<file path="src/bps_pkg.sv">
// Package for the burst preamble status block: map, codes and carriers
package bps_pkg;

  localparam int WORD_W = 16;
  localparam int ADDR_W = 7;
  localparam int PAGE_W = 2;

  localparam logic [15:0] SYNC_WORD_A = 16'hf872;
  localparam logic [15:0] SYNC_WORD_B = 16'h4e1f;

  localparam logic [1:0] STATUS_PAGE = 2'h0;
  localparam logic [6:0] PAGE_SELECT_ADDR = 7'h7f;
  localparam logic [6:0] BURST_TYPE_WORD_HIGH_ADDR = 7'h29;
  localparam logic [6:0] BURST_TYPE_WORD_LOW_ADDR = 7'h2a;
  localparam logic [6:0] BURST_LENGTH_WORD_HIGH_ADDR = 7'h2b;
  localparam logic [6:0] BURST_LENGTH_WORD_LOW_ADDR = 7'h2c;

  localparam logic [15:0] TYPE_WORD_RESET = 16'h0000;
  localparam logic [15:0] LENGTH_WORD_RESET = 16'h0000;
  localparam logic [7:0] READ_IDLE = 8'h00;

  localparam int TYPE_CODE_LSB = 0;
  localparam int TYPE_CODE_MSB = 4;
  localparam int FILL_LSB = 5;
  localparam int FILL_MSB = 6;
  localparam int ERROR_BIT = 7;
  localparam int DEP_LSB = 8;
  localparam int DEP_MSB = 12;
  localparam int STREAM_LSB = 13;
  localparam int STREAM_MSB = 15;

  localparam logic [4:0] TYPE_NULL = 5'h00;
  localparam logic [4:0] TYPE_RSVD_A = 5'h02;
  localparam logic [4:0] TYPE_PAUSE = 5'h03;
  localparam logic [4:0] TYPE_RSVD_B = 5'h0a;
  localparam logic [4:0] TYPE_RSVD_FROM = 5'h10;
  localparam logic [2:0] STREAM_ZERO = 3'h0;
  localparam logic [1:0] FILL_ZERO = 2'h0;

  typedef enum logic [1:0] {
    BPS_SEEK_A = 2'b00,
    BPS_SEEK_B = 2'b01,
    BPS_GET_TYPE = 2'b10,
    BPS_GET_LENGTH = 2'b11
  } bps_state_t;

  typedef struct packed {
    logic valid;
    logic [15:0] data;
  } bps_word_t;

  typedef struct packed {
    logic rd;
    logic wr;
    logic [1:0] page;
    logic [6:0] addr;
  } bps_req_t;

  typedef struct packed {
    logic valid;
    logic [7:0] data;
  } bps_rsp_t;

  typedef struct packed {
    logic is_null;
    logic is_pause;
    logic is_reserved;
    logic error;
    logic [4:0] type_code;
  } bps_info_t;

endpackage : bps_pkg
</file>
<file path="src/bps_burst_status.sv">
// Burst preamble detector with read-only type and length status registers
`timescale 1ns/1ps
`default_nettype none

// Function
// - Detect burst by fixed sync words A, B
// - Latch type and length into four status registers
// - Type word high byte first, low byte next
// - Length word high byte first, low byte next
// - Classify five-bit payload type code
// - Type word bits six, five read zero
// - Type word bit seven flags payload errors
// - Pass dependent bits, stream number reads zero
// - Length word gives payload length in bits
// - Host selects page zero before reading
// - Host reads over selected serial control port
module bps_burst_status #(
  parameter int WORD_WIDTH = bps_pkg::WORD_W
) (
  input wire logic mclk,
  input wire logic rstn,
  input wire bps_pkg::bps_word_t sub_word,
  input wire bps_pkg::bps_req_t reg_req,
  output bps_pkg::bps_rsp_t reg_rsp,
  output logic reg_hit,
  output logic write_ignored,
  output logic burst_seen,
  output logic burst_valid,
  output bps_pkg::bps_info_t burst_info
);
  import bps_pkg::*;

  if (WORD_WIDTH != WORD_W) begin : g_width_check
    $error("bps_burst_status: WORD_WIDTH must be 16");
  end

  if (STREAM_MSB != WORD_W - 1) begin : g_stream_check
    $error("bps_burst_status: stream field must end at the top bit");
  end

  if (TYPE_CODE_MSB - TYPE_CODE_LSB != 4) begin : g_code_check
    $error("bps_burst_status: type code must be five bits");
  end

  if (FILL_MSB + 1 != ERROR_BIT) begin : g_fill_check
    $error("bps_burst_status: fill field must sit below the error flag");
  end

  if (DEP_LSB != ERROR_BIT + 1) begin : g_dep_low_check
    $error("bps_burst_status: dependent field must follow the error flag");
  end

  if (DEP_MSB + 1 != STREAM_LSB) begin : g_dep_high_check
    $error("bps_burst_status: stream field must follow dependent field");
  end

  if (ERROR_BIT >= DEP_LSB) begin : g_error_check
    $error("bps_burst_status: error flag must sit in the low byte");
  end

  typedef struct packed {
    bps_state_t state;
    logic [15:0] type_hold;
    logic [15:0] type_word;
    logic [15:0] length_word;
    logic valid;
    logic seen;
    bps_rsp_t rsp;
    logic wr_ign;
  } bps_regs_t;

  bps_regs_t r;
  bps_regs_t next_r;

  function automatic logic is_status_addr(input logic [6:0] a);
    return (a >= BURST_TYPE_WORD_HIGH_ADDR) &&
           (a <= BURST_LENGTH_WORD_LOW_ADDR);
  endfunction : is_status_addr

  // Fill and stream fields forced to zero
  function automatic logic [15:0] clean_type(input logic [15:0] w);
    logic [15:0] c;
    c = w;
    c[FILL_MSB:FILL_LSB] = FILL_ZERO;
    c[STREAM_MSB:STREAM_LSB] = STREAM_ZERO;
    return c;
  endfunction : clean_type

  // Byte lanes of a 16-bit status word
  function automatic logic [7:0] high_byte(input logic [15:0] w);
    return w[15:8];
  endfunction : high_byte

  function automatic logic [7:0] low_byte(input logic [15:0] w);
    return w[7:0];
  endfunction : low_byte

  // Status byte for one address; unmapped reads idle
  function automatic logic [7:0] read_byte(input logic [6:0] a,
    input logic [15:0] tw, input logic [15:0] lw);
    logic [7:0] b;
    b = READ_IDLE;
    case (a)
      BURST_TYPE_WORD_HIGH_ADDR: begin
        b = high_byte(tw);
      end
      BURST_TYPE_WORD_LOW_ADDR: begin
        b = low_byte(tw);
      end
      BURST_LENGTH_WORD_HIGH_ADDR: begin
        b = high_byte(lw);
      end
      BURST_LENGTH_WORD_LOW_ADDR: begin
        b = low_byte(lw);
      end
      default: begin
        b = READ_IDLE;
      end
    endcase
    return b;
  endfunction : read_byte

  // Codes with no defined payload format
  function automatic logic is_reserved_code(input logic [4:0] c);
    return (c == TYPE_RSVD_A) ||
           (c == TYPE_RSVD_B) ||
           (c >= TYPE_RSVD_FROM);
  endfunction : is_reserved_code

  // Decoded view of the held type word
  function automatic bps_info_t classify(input logic [15:0] w);
    bps_info_t i;
    logic [4:0] c;
    c = w[TYPE_CODE_MSB:TYPE_CODE_LSB];
    i.type_code = c;
    i.error = w[ERROR_BIT];
    i.is_null = (c == TYPE_NULL);
    i.is_pause = (c == TYPE_PAUSE);
    i.is_reserved = is_reserved_code(c);
    return i;
  endfunction : classify

  logic page_ok;
  logic addr_ok;

  assign page_ok = (reg_req.page == STATUS_PAGE);
  assign addr_ok = page_ok && is_status_addr(reg_req.addr);

  always_comb begin
    next_r = r;
    next_r.seen = 1'b0;
    next_r.wr_ign = reg_req.wr && addr_ok;
    next_r.rsp.valid = reg_req.rd;
    next_r.rsp.data = READ_IDLE;

    if (sub_word.valid) begin
      case (r.state)
        BPS_SEEK_A: begin
          if (sub_word.data == SYNC_WORD_A) begin
            next_r.state = BPS_SEEK_B;
          end
        end
        BPS_SEEK_B: begin
          if (sub_word.data == SYNC_WORD_B) begin
            next_r.state = BPS_GET_TYPE;
          end else if (sub_word.data == SYNC_WORD_A) begin
            next_r.state = BPS_SEEK_B;
          end else begin
            next_r.state = BPS_SEEK_A;
          end
        end
        BPS_GET_TYPE: begin
          next_r.type_hold = sub_word.data;
          next_r.state = BPS_GET_LENGTH;
        end
        BPS_GET_LENGTH: begin
          // Both words commit in one edge
          next_r.type_word = clean_type(r.type_hold);
          next_r.length_word = sub_word.data;
          next_r.valid = 1'b1;
          next_r.seen = 1'b1;
          next_r.state = BPS_SEEK_A;
        end
        default: begin
          next_r.state = BPS_SEEK_A;
        end
      endcase
    end

    // Reads return the held values; writes never alter them
    if (reg_req.rd && page_ok) begin
      next_r.rsp.data = read_byte(reg_req.addr, r.type_word,
                                  r.length_word);
    end
  end

  always_ff @(posedge mclk or negedge rstn) begin
    if (!rstn) begin
      r.state <= BPS_SEEK_A;
      r.type_hold <= TYPE_WORD_RESET;
      r.type_word <= TYPE_WORD_RESET;
      r.length_word <= LENGTH_WORD_RESET;
      r.valid <= 1'b0;
      r.seen <= 1'b0;
      r.rsp <= '0;
      r.wr_ign <= 1'b0;
    end else begin
      r <= next_r;
    end
  end

  assign reg_rsp = r.rsp;
  assign reg_hit = addr_ok;
  assign write_ignored = r.wr_ign;
  assign burst_seen = r.seen;
  assign burst_valid = r.valid;
  // Decoded from the held word, so it moves only on a commit
  assign burst_info = classify(r.type_word);

endmodule : bps_burst_status
`default_nettype wire

</file>
<file path="config.mk">
export PLATFORM = sky130hd
export DESIGN_NAME = bps_burst_status
export DESIGN_NICKNAME = d
export VERILOG_FILES = /design/src/bps_pkg.sv /design/src/bps_burst_status.sv
export SDC_FILE = /design/constraint.sdc
export NUM_CORES = 1
export LEC_CHECK = 0
export BUFFER_PORTS_ARGS = -buffer_cell sky130_fd_sc_hd__buf_4
export CORE_AREA = 2 2 81 83
export DETAILED_ROUTE_END_ITERATION = 12
export DIE_AREA = 0 0 83 85
export GPL_ROUTABILITY_DRIVEN = 0
export PLACE_DENSITY = 0.69
export SLEW_MARGIN = 20
export SYNTH_ARGS = -nofsm -noshare
export SYNTH_HDL_FRONTEND = slang
export SYNTH_SLANG_ARGS = --single-unit
</file>
<file path="constraint.sdc">
create_clock -name mclk -period 1.27 [get_ports mclk]
set_input_delay 0.127 -clock mclk [delete_from_list [all_inputs] [get_ports mclk]]
set_output_delay 0.127 -clock mclk [all_outputs]
set_load 0.02 [all_outputs]
</file>
* Word level (Yosys, flattened, before mapping)
Index checks and enable logic that the tools add are counted.
** Storage, ports and cells
- Output and inout port bits :: 22
- Logic and storage cells :: 45
- Register bits :: 54
** Operators by class
- $lt $le $gt $ge :: 3
- Mux-type cells :: 8
- Reductions and logical operators :: 12
- Equal/unequal tests :: 13
** Operators with widths (number)
- $pmux 8 s4 :: 1
- $eq 7x6->1 const B :: 4
- $eq 16x15->1 const B :: 1
- $eq 16x16->1 const B :: 1
- $eq 5x2->1 const B :: 2
- $mux 8 :: 1
- $pmux 2 s4 :: 1
- $ge 7x6->1 const B :: 1
- $le 7x6->1 const B :: 1
- $reduce_and 2->1 :: 3
- $eq 5x4->1 const B :: 1
- $ge 5x5->1 const B :: 1
- $logic_not 5->1 :: 1
- $eq 2x2->1 const B :: 2
- $logic_and 1x1->1 :: 4
- $logic_not 2->1 :: 2
- $mux 2 :: 2
- $mux 1 :: 3
- $eq 2x1->1 const B :: 1
- $logic_or 1x1->1 :: 2
- $ne 2x2->1 const B :: 1

* Depth between registers and ports, before layout
Gate-level depths: netlist of run 1.
- Depth after elaboration :: 4
- Depth in mapped cells :: 5

* Worst setup path before layout of run 1
OpenSTA, ideal clock, no wires.
- Path type :: register -> output
- Start :: register r, in the netlist burst_info[4]
- End :: output port burst_info[8] in the netlist's numbering
- Path buffers :: 0
- Arrival time :: 1.235 ns
- Data required time :: 1.143 ns
- Slack :: -0.092 ns
- Cell stages (with the launch flop) :: 3
- Path through :: dfrtp_1 or3_1 nor3_1
** RTL lines
- start, declared :: line bps_burst_status.sv:72 : bps_regs_t r;
- start signal, assigned :: line bps_burst_status.sv:208 : r <= next_r;
- end, declared :: line bps_burst_status.sv:29 : output bps_pkg::bps_info_t burst_info

==> results of run 1 <==
## flip-flops by register name (all words and copies together), names as in the netlist, named ones only
name,flops
r,33
reg_rsp,9
burst_info,6
burst_seen,1
burst_valid,1
write_ignored,1
## per-stage QoR
stage               cells  hold WS, ns
floorplan             189      -0.1686
global placement      307      0.06133
detailed placement    307      0.06612
CTS                   318      0.04195
global route          323      0.04825
finish                323      0.04241
## placed cells by master, fill, tap and decap left out, types with 2 or more instances in the layout
cell and count:
a21oi_1 8, and3b_1 10, buf_4 61, buf_6 6, buf_8 2, clkbuf_16 2, clkbuf_8 5, clkinv_4 2
dfrtp_1 50, dfrtp_2 2, dlygate4sd3_1 2, inv_1 3, mux2_2 22, mux2_4 22, nand2_1 4, nand3_1 10
nand4_1 3, nand4b_1 2, nor2_1 3, o211ai_1 5
## power groups by stage
stage	clock network, W	registers [W]	logic (W)
floorplan	0	0.00169	0.0000470
global placement	0	0.00169	0.000198
detailed placement	0	0.00169	0.000202
CTS	0.00119	0.00166	0.000208
global route	0.00124	0.00166	0.000230
finish	0.00115	0.00166	0.000207
## layout make-up
class | instances | area [um2] | share of cell area
sequential | 52 | 1304 | 0.4019
clock inverter | 3 | 47.55 | 0.01465
clock buffer | 5 | 68.82 | 0.02121
tap | 77 | 96.34 | 0.02970
multi-input combinational | 109 | 1071 | 0.3301
timing repair buffer | 74 | 645.6 | 0.1990
inverter | 3 | 11.26 | 0.003471
## critical path, stage by stage, from the launching register on
cell and delay, ns:
dfrtp_1 0.39, or3_4 0.39, nor3_2 0.10, buf_4 0.16
## worst min-delay path by stage
stage / start / endpoint / slack, ns
after floorplan: rstn / asynchronous set/reset pin / -0.17
after global placement: rstn / reg_rsp[4] / 0.06
after detailed placement: rstn / reg_rsp[4] / 0.07
after CTS: reg_req[9] / write_ignored / 0.04
after global routing: reg_req[9] / write_ignored / 0.05
final: reg_req[9] / write_ignored / 0.04
## cell families (layout without fill, tap and decap cells)
kind of cell | Yosys count | after routing | share of synthesized area
AOI/OAI and AO/OA | 19 | 19 | 0.05683
DFF | 52 | 52 | 0.5422
buffers and inverters | 28 | 85 | 0.07091
muxes | 44 | 44 | 0.2065
and+or+nand+nor | 46 | 46 | 0.1236
## what timing repair did
action,4_1_cts,5_1_grt
hold buffers,2,0
gates resized for setup,10,33
cloned,0,2
setup endpoints to repair,5,37
buffers inserted,1,3
endpoints found under the hold margin,26,0
pin swaps,4,1
## metal layers
layer,vias up,wire length [um],GRT usage
li1,780,-,-
met5,-,0,0
met3,9,289,0.04086
met1,831,2462,0.2092
met4,0,99,0.04024
met2,54,2718,0.2639
==> run_results.csv, run 1 <==
group,metric,value,unit
run_status,status,"finished, violations left",
run_status,violations,"negative setup slack",
clock_tree,clock_latency,0.31,ns
sta,layout_setup_ws,-0.2067,ns
power,seq_power_share,0.550,
yosys,synthTopCellsByCount,"dfrtp_1 (52), mux2_2 (44), buf_4 (15)",
yosys,yosysTopAreaCell,"dfrtp_1",
worst_setup_path,startpoint_type,"flip-flop",
sta,skew,0.01042,ns
power,p_int,0.002348,W
floorplanning,fp.coreArea,6205,um2
routing,route.detailed.drc,0,
power,powerDensity,928.1,nW/um2
power,p_leak,1.701,nW
clock_tree,clockBufferDepth,2,
sta,relSlewSlack,0.7241,
cells_and_area,final_area,3244,um2
place,dpl_cell_area,2856,um2
yosys,yosys_most_used_dff,"dfrtp_1",
grt,first_global_vias,1759,
cells_and_area,layout-drive-gt1-share,0.5569,
place,hpwl,3.876,mm
worst_setup_path,worstSetupStartpoint,"burst_info[4]",
clock_tree,clock-sinks,52,
cells_and_area,area_growth,35.19,%
yosys,synth_top_area_frac,0.5422,
yosys,synth_area_leaders,"dfrtp_1 (54%), mux2_2 (21%), buf_4 (4.7%), and3b_1 (3.6%), nand3_1 (2.5%)",
floorplanning,dieHeight,85,um
floorplanning,fp.dieArea,7055,um2
worst_setup_path,ff2ff_path_depth,3,
routing,viasPerCell,5.183,
yosys,synth_nets,219,
routing,wl,5.570,mm
worst_setup_path,arrival,1.35,ns
clock_tree,cts.clk_slew.worst_paths,0.10,ns
yosys,avgSynthCellArea,12.70,um2
sta,slew_violations,0,
hold_path,hp-class,"input pin to flip-flop",
worst_setup_path,crit_path_end,"burst_info[8]",
clock_tree,cts_inserted_buffers,5,
grt,grtUsageTotal,0.1588,
place,io_buffers,51,
power,clock_power_share,0.381,
run,cap_violations,0,
place,post-place-ws,-0.1232,ns
floorplanning,initial_utilization,0.3868,
grt,grt_pass1_wl,8.907,mm
clock_tree,cts_root_buf,"clkbuf_8",
power,finalPower,0.003011,W
grt,grt_max_degree,28,
cells_and_area,diodes,0,
sta,worstMarginPinSlew,0.4139,ns
cells_and_area,nets,275,
worst_setup_path,critPathRequiredTime,1.14,ns
grt,antenna_found_initial,0,
clock_tree,tritoncts,"yes",
power,switching_share,0.2203,
yosys,postSynthCellCount,189,
clock_tree,htree_levels,2,
floorplanning,die_x,83,um
grt,grt_overflow_total,0,
routing,drtAntennaViolNets,0,
worst_setup_path,endpoint_kind,"output pin",
floorplanning,io_pins,52,
sta,min_period,1.477,ns
yosys,synth_most_common_cell,"dfrtp_1",
routing,drtIter0Drc,60,
routing,routedWlPerCell,17.24,um
sta,rsz0062_at_grt,"yes",
worst_setup_path,worstSetupPathType,"flip-flop to output pin",
yosys,syn-cell-area,2400,um2
cells_and_area,utilization,0.5229,
sta,hold_viol,0,
power,p_sw,0.0006635,W
yosys,synth_edf_count,0,
floorplanning,num_rows,29,
routing,first_pass_iters,4,
yosys,synth-seq-area-share,0.5422,
yosys,synth_warnings,0,
routing,num_vias,1674,
sta,final.setup.tns,-0.4482,ns
yosys,async_reset_ff_frac,1.000,
sta,setup_violations,3,
worst_setup_path,r2r_setup_slack,-0.06,ns
yosys,synth-seq-cells,52,
hold_path,hold_depth,2,
power,p_comb_frac,0.069,
sta,clock.fmax,677.2,MHz
sta,period_share,1.163,
power,ir_drop,517.1,uV
worst_setup_path,crit_fanout,2,
cells_and_area,fillerInstances,549,
yosys,synth_cell_types,32,
No activity file was read; power rests on OpenSTA's default activity.
==> run 2: changes to the inputs <==
Settings changed: REMOVE_ABC_BUFFERS from default to 1.
==> run 2 against run 1 <==
The flow still finishes with violations (negative setup slack). Critical path depth did not move. Die area stayed put. Clock power shrank 22%. Non-clock buffer count unchanged. Critical path type unchanged.
==> run_results.csv, run 2 (synthesized netlist as in run 1, its figures left out) <==
group,metric,value,unit
worst_setup_path,crit_slowest_cell,"or3_4",
sta,clock.fmax,661.5,MHz
worst_setup_path,worstSetupPathType,"flip-flop to output pin",
routing,wl,5.738,mm
clock_tree,clock_latency,0.31,ns
grt,antenna_found_initial,0,
sta,layout_setup_ws,-0.2417,ns
clock_tree,cts_root_buf,"clkbuf_8",
place,io_buffers,51,
grt,grt_pass1_wl,8.576,mm
run_status,violations,"negative setup slack",
cells_and_area,utilization,0.5251,
run_status,status,"finished, violations left",
worst_setup_path,startpoint_type,"flip-flop",
sta,min_period,1.512,ns
cells_and_area,layout_common_cells,"buf_4 (60), dfrtp_1 (49), mux2_4 (26)",
sta,hold_viol,0,
routing,route.detailed.drc,0,
sta,final.setup.tns,-1.602,ns
clock_tree,htree_levels,2,
sta,whs,0.03044,ns
floorplanning,die_x,83,um
cells_and_area,regMostFlops,"r",
worst_setup_path,endpoint_kind,"output pin",
cells_and_area,layout-drive-gt1-share,0.5510,
place,hpwl,3.811,mm
clock_tree,tritoncts,"yes",
worst_setup_path,cp_cell_sequence,"or3_4, nor3_4, buf_6",
clock_tree,cts.clk_slew.worst_paths,0.09,ns
power,ir_drop,504.6,uV
clock_tree,clockBufferDepth,2,
sta,skew,0.002787,ns
worst_setup_path,arrival,1.38,ns
clock_tree,clock-sinks,52,
power,powerDensity,851.4,nW/um2
routing,first_pass_iters,4,
routing,routedWlPerCell,17.82,um
hold_path,hp-class,"input pin to flip-flop",
power,p_leak,1.715,nW
run,cap_violations,0,
sta,setup_violations,32,
floorplanning,dieHeight,85,um
place,dpl_cell_area,2887,um2
sta,period_share,1.190,
floorplanning,fp.dieArea,7055,um2
place,post-place-ws,-0.1132,ns
worst_setup_path,crit_fanout,2,
sta,slew_violations,0,
floorplanning,io_pins,52,
cells_and_area,diodes,0,
cells_and_area,final_area,3258,um2
cells_and_area,area_growth,35.77,%
sta,relSlewSlack,0.7033,
worst_setup_path,slowest_delay,0.41,ns
floorplanning,initial_utilization,0.3868,
worst_setup_path,critPathRequiredTime,1.14,ns
sta,worstMarginPinSlew,0.4451,ns
floorplanning,num_rows,29,
sta,rsz0062_at_grt,"yes",
cells_and_area,final_common_cell,"buf_4",
floorplanning,fp.coreArea,6205,um2
grt,first_global_vias,1617,
routing,drtAntennaViolNets,0,
routing,viasPerCell,5.283,
clock_tree,cts_inserted_buffers,5,
cells_and_area,nets,275,
grt,grtUsageTotal,0.1546,
routing,drtIter0Drc,87,
cells_and_area,largest_register_ffs,33,
grt,grt_overflow_total,0,
routing,num_vias,1701,
grt,grt_max_degree,25,
run 2: worst paths after layout:
| kind | from | endpoint | slack [ns] | depth (start not counted) |
|---|---|---|---|---|
| max | burst_info[4] | burst_info[8] | -0.24 | 3 |
| min | reg_req[9] | write_ignored | 0.03 | 2 |
| max reg2reg | flip-flop | flip-flop | -0.15 | 3 |
| min reg2reg | burst_valid | burst_valid | 0.47 | 1 |
| max in group asynchronous | rstn | burst_info[1] | 0.52 | 3 |
| min in group asynchronous | rstn | reg_rsp[1] | 0.26 | 2 |
run 2: per-layer routing:
metal  global-route usage  up-vias  wire length (um)
met2               0.2478       70              2702
met3              0.04086       11               370
met1               0.2067      839              2534
met5                    0        -                 0
li1                     -      781                 -
met4              0.04918        0               130
run 2: area by class of cell:
type	count	area (um2)
fillers	553	2947
repair buffers	74	670.6
clock inverters	1	5.005
flip-flops and latches	52	1305
clock buffers	6	72.57
multi-input cells	109	1097
inverters	3	11.26
well taps	77	96.34
run 2: where the power goes:
group | leakage, nW | switching, W | total, W | internal (W)
clock network | 0.0410 | 0.000524 | 0.000900 | 0.000376
logic | 0.954 | 0.000114 | 0.000218 | 0.000104
registers | 0.720 | 0.000000393 | 0.00166 | 0.00166
total | 1.71 | 0.000638 | 0.00277 | 0.00214
run 2: timing repair:
action | in CTS | in global routing
buffers inserted | 0 | 0
hold endpoints to repair | 23 | 0
setup endpoints to repair | 32 | 43
cloned | 1 | 2
gates resized for setup | 13 | 36
hold buffers | 2 | 0
pin swaps | 4 | 1
run 2: worst max-delay path: cells and delay by family (launching register included):
| kind | cells | cell delay [ns] |
|---|---|---|
| flip-flops | 1 | 0.40 |
| buffers and inverters | 1 | 0.14 |
| AND/OR/NAND/NOR | 2 | 0.54 |
run 2: per-stage QoR:
stage / instances / power, W
floorplan: 164 / 0.001722
global placement: 310 / 0.001897
detailed placement: 310 / 0.001900
CTS: 320 / 0.002802
global route: 322 / 0.002881
finish: 322 / 0.002774
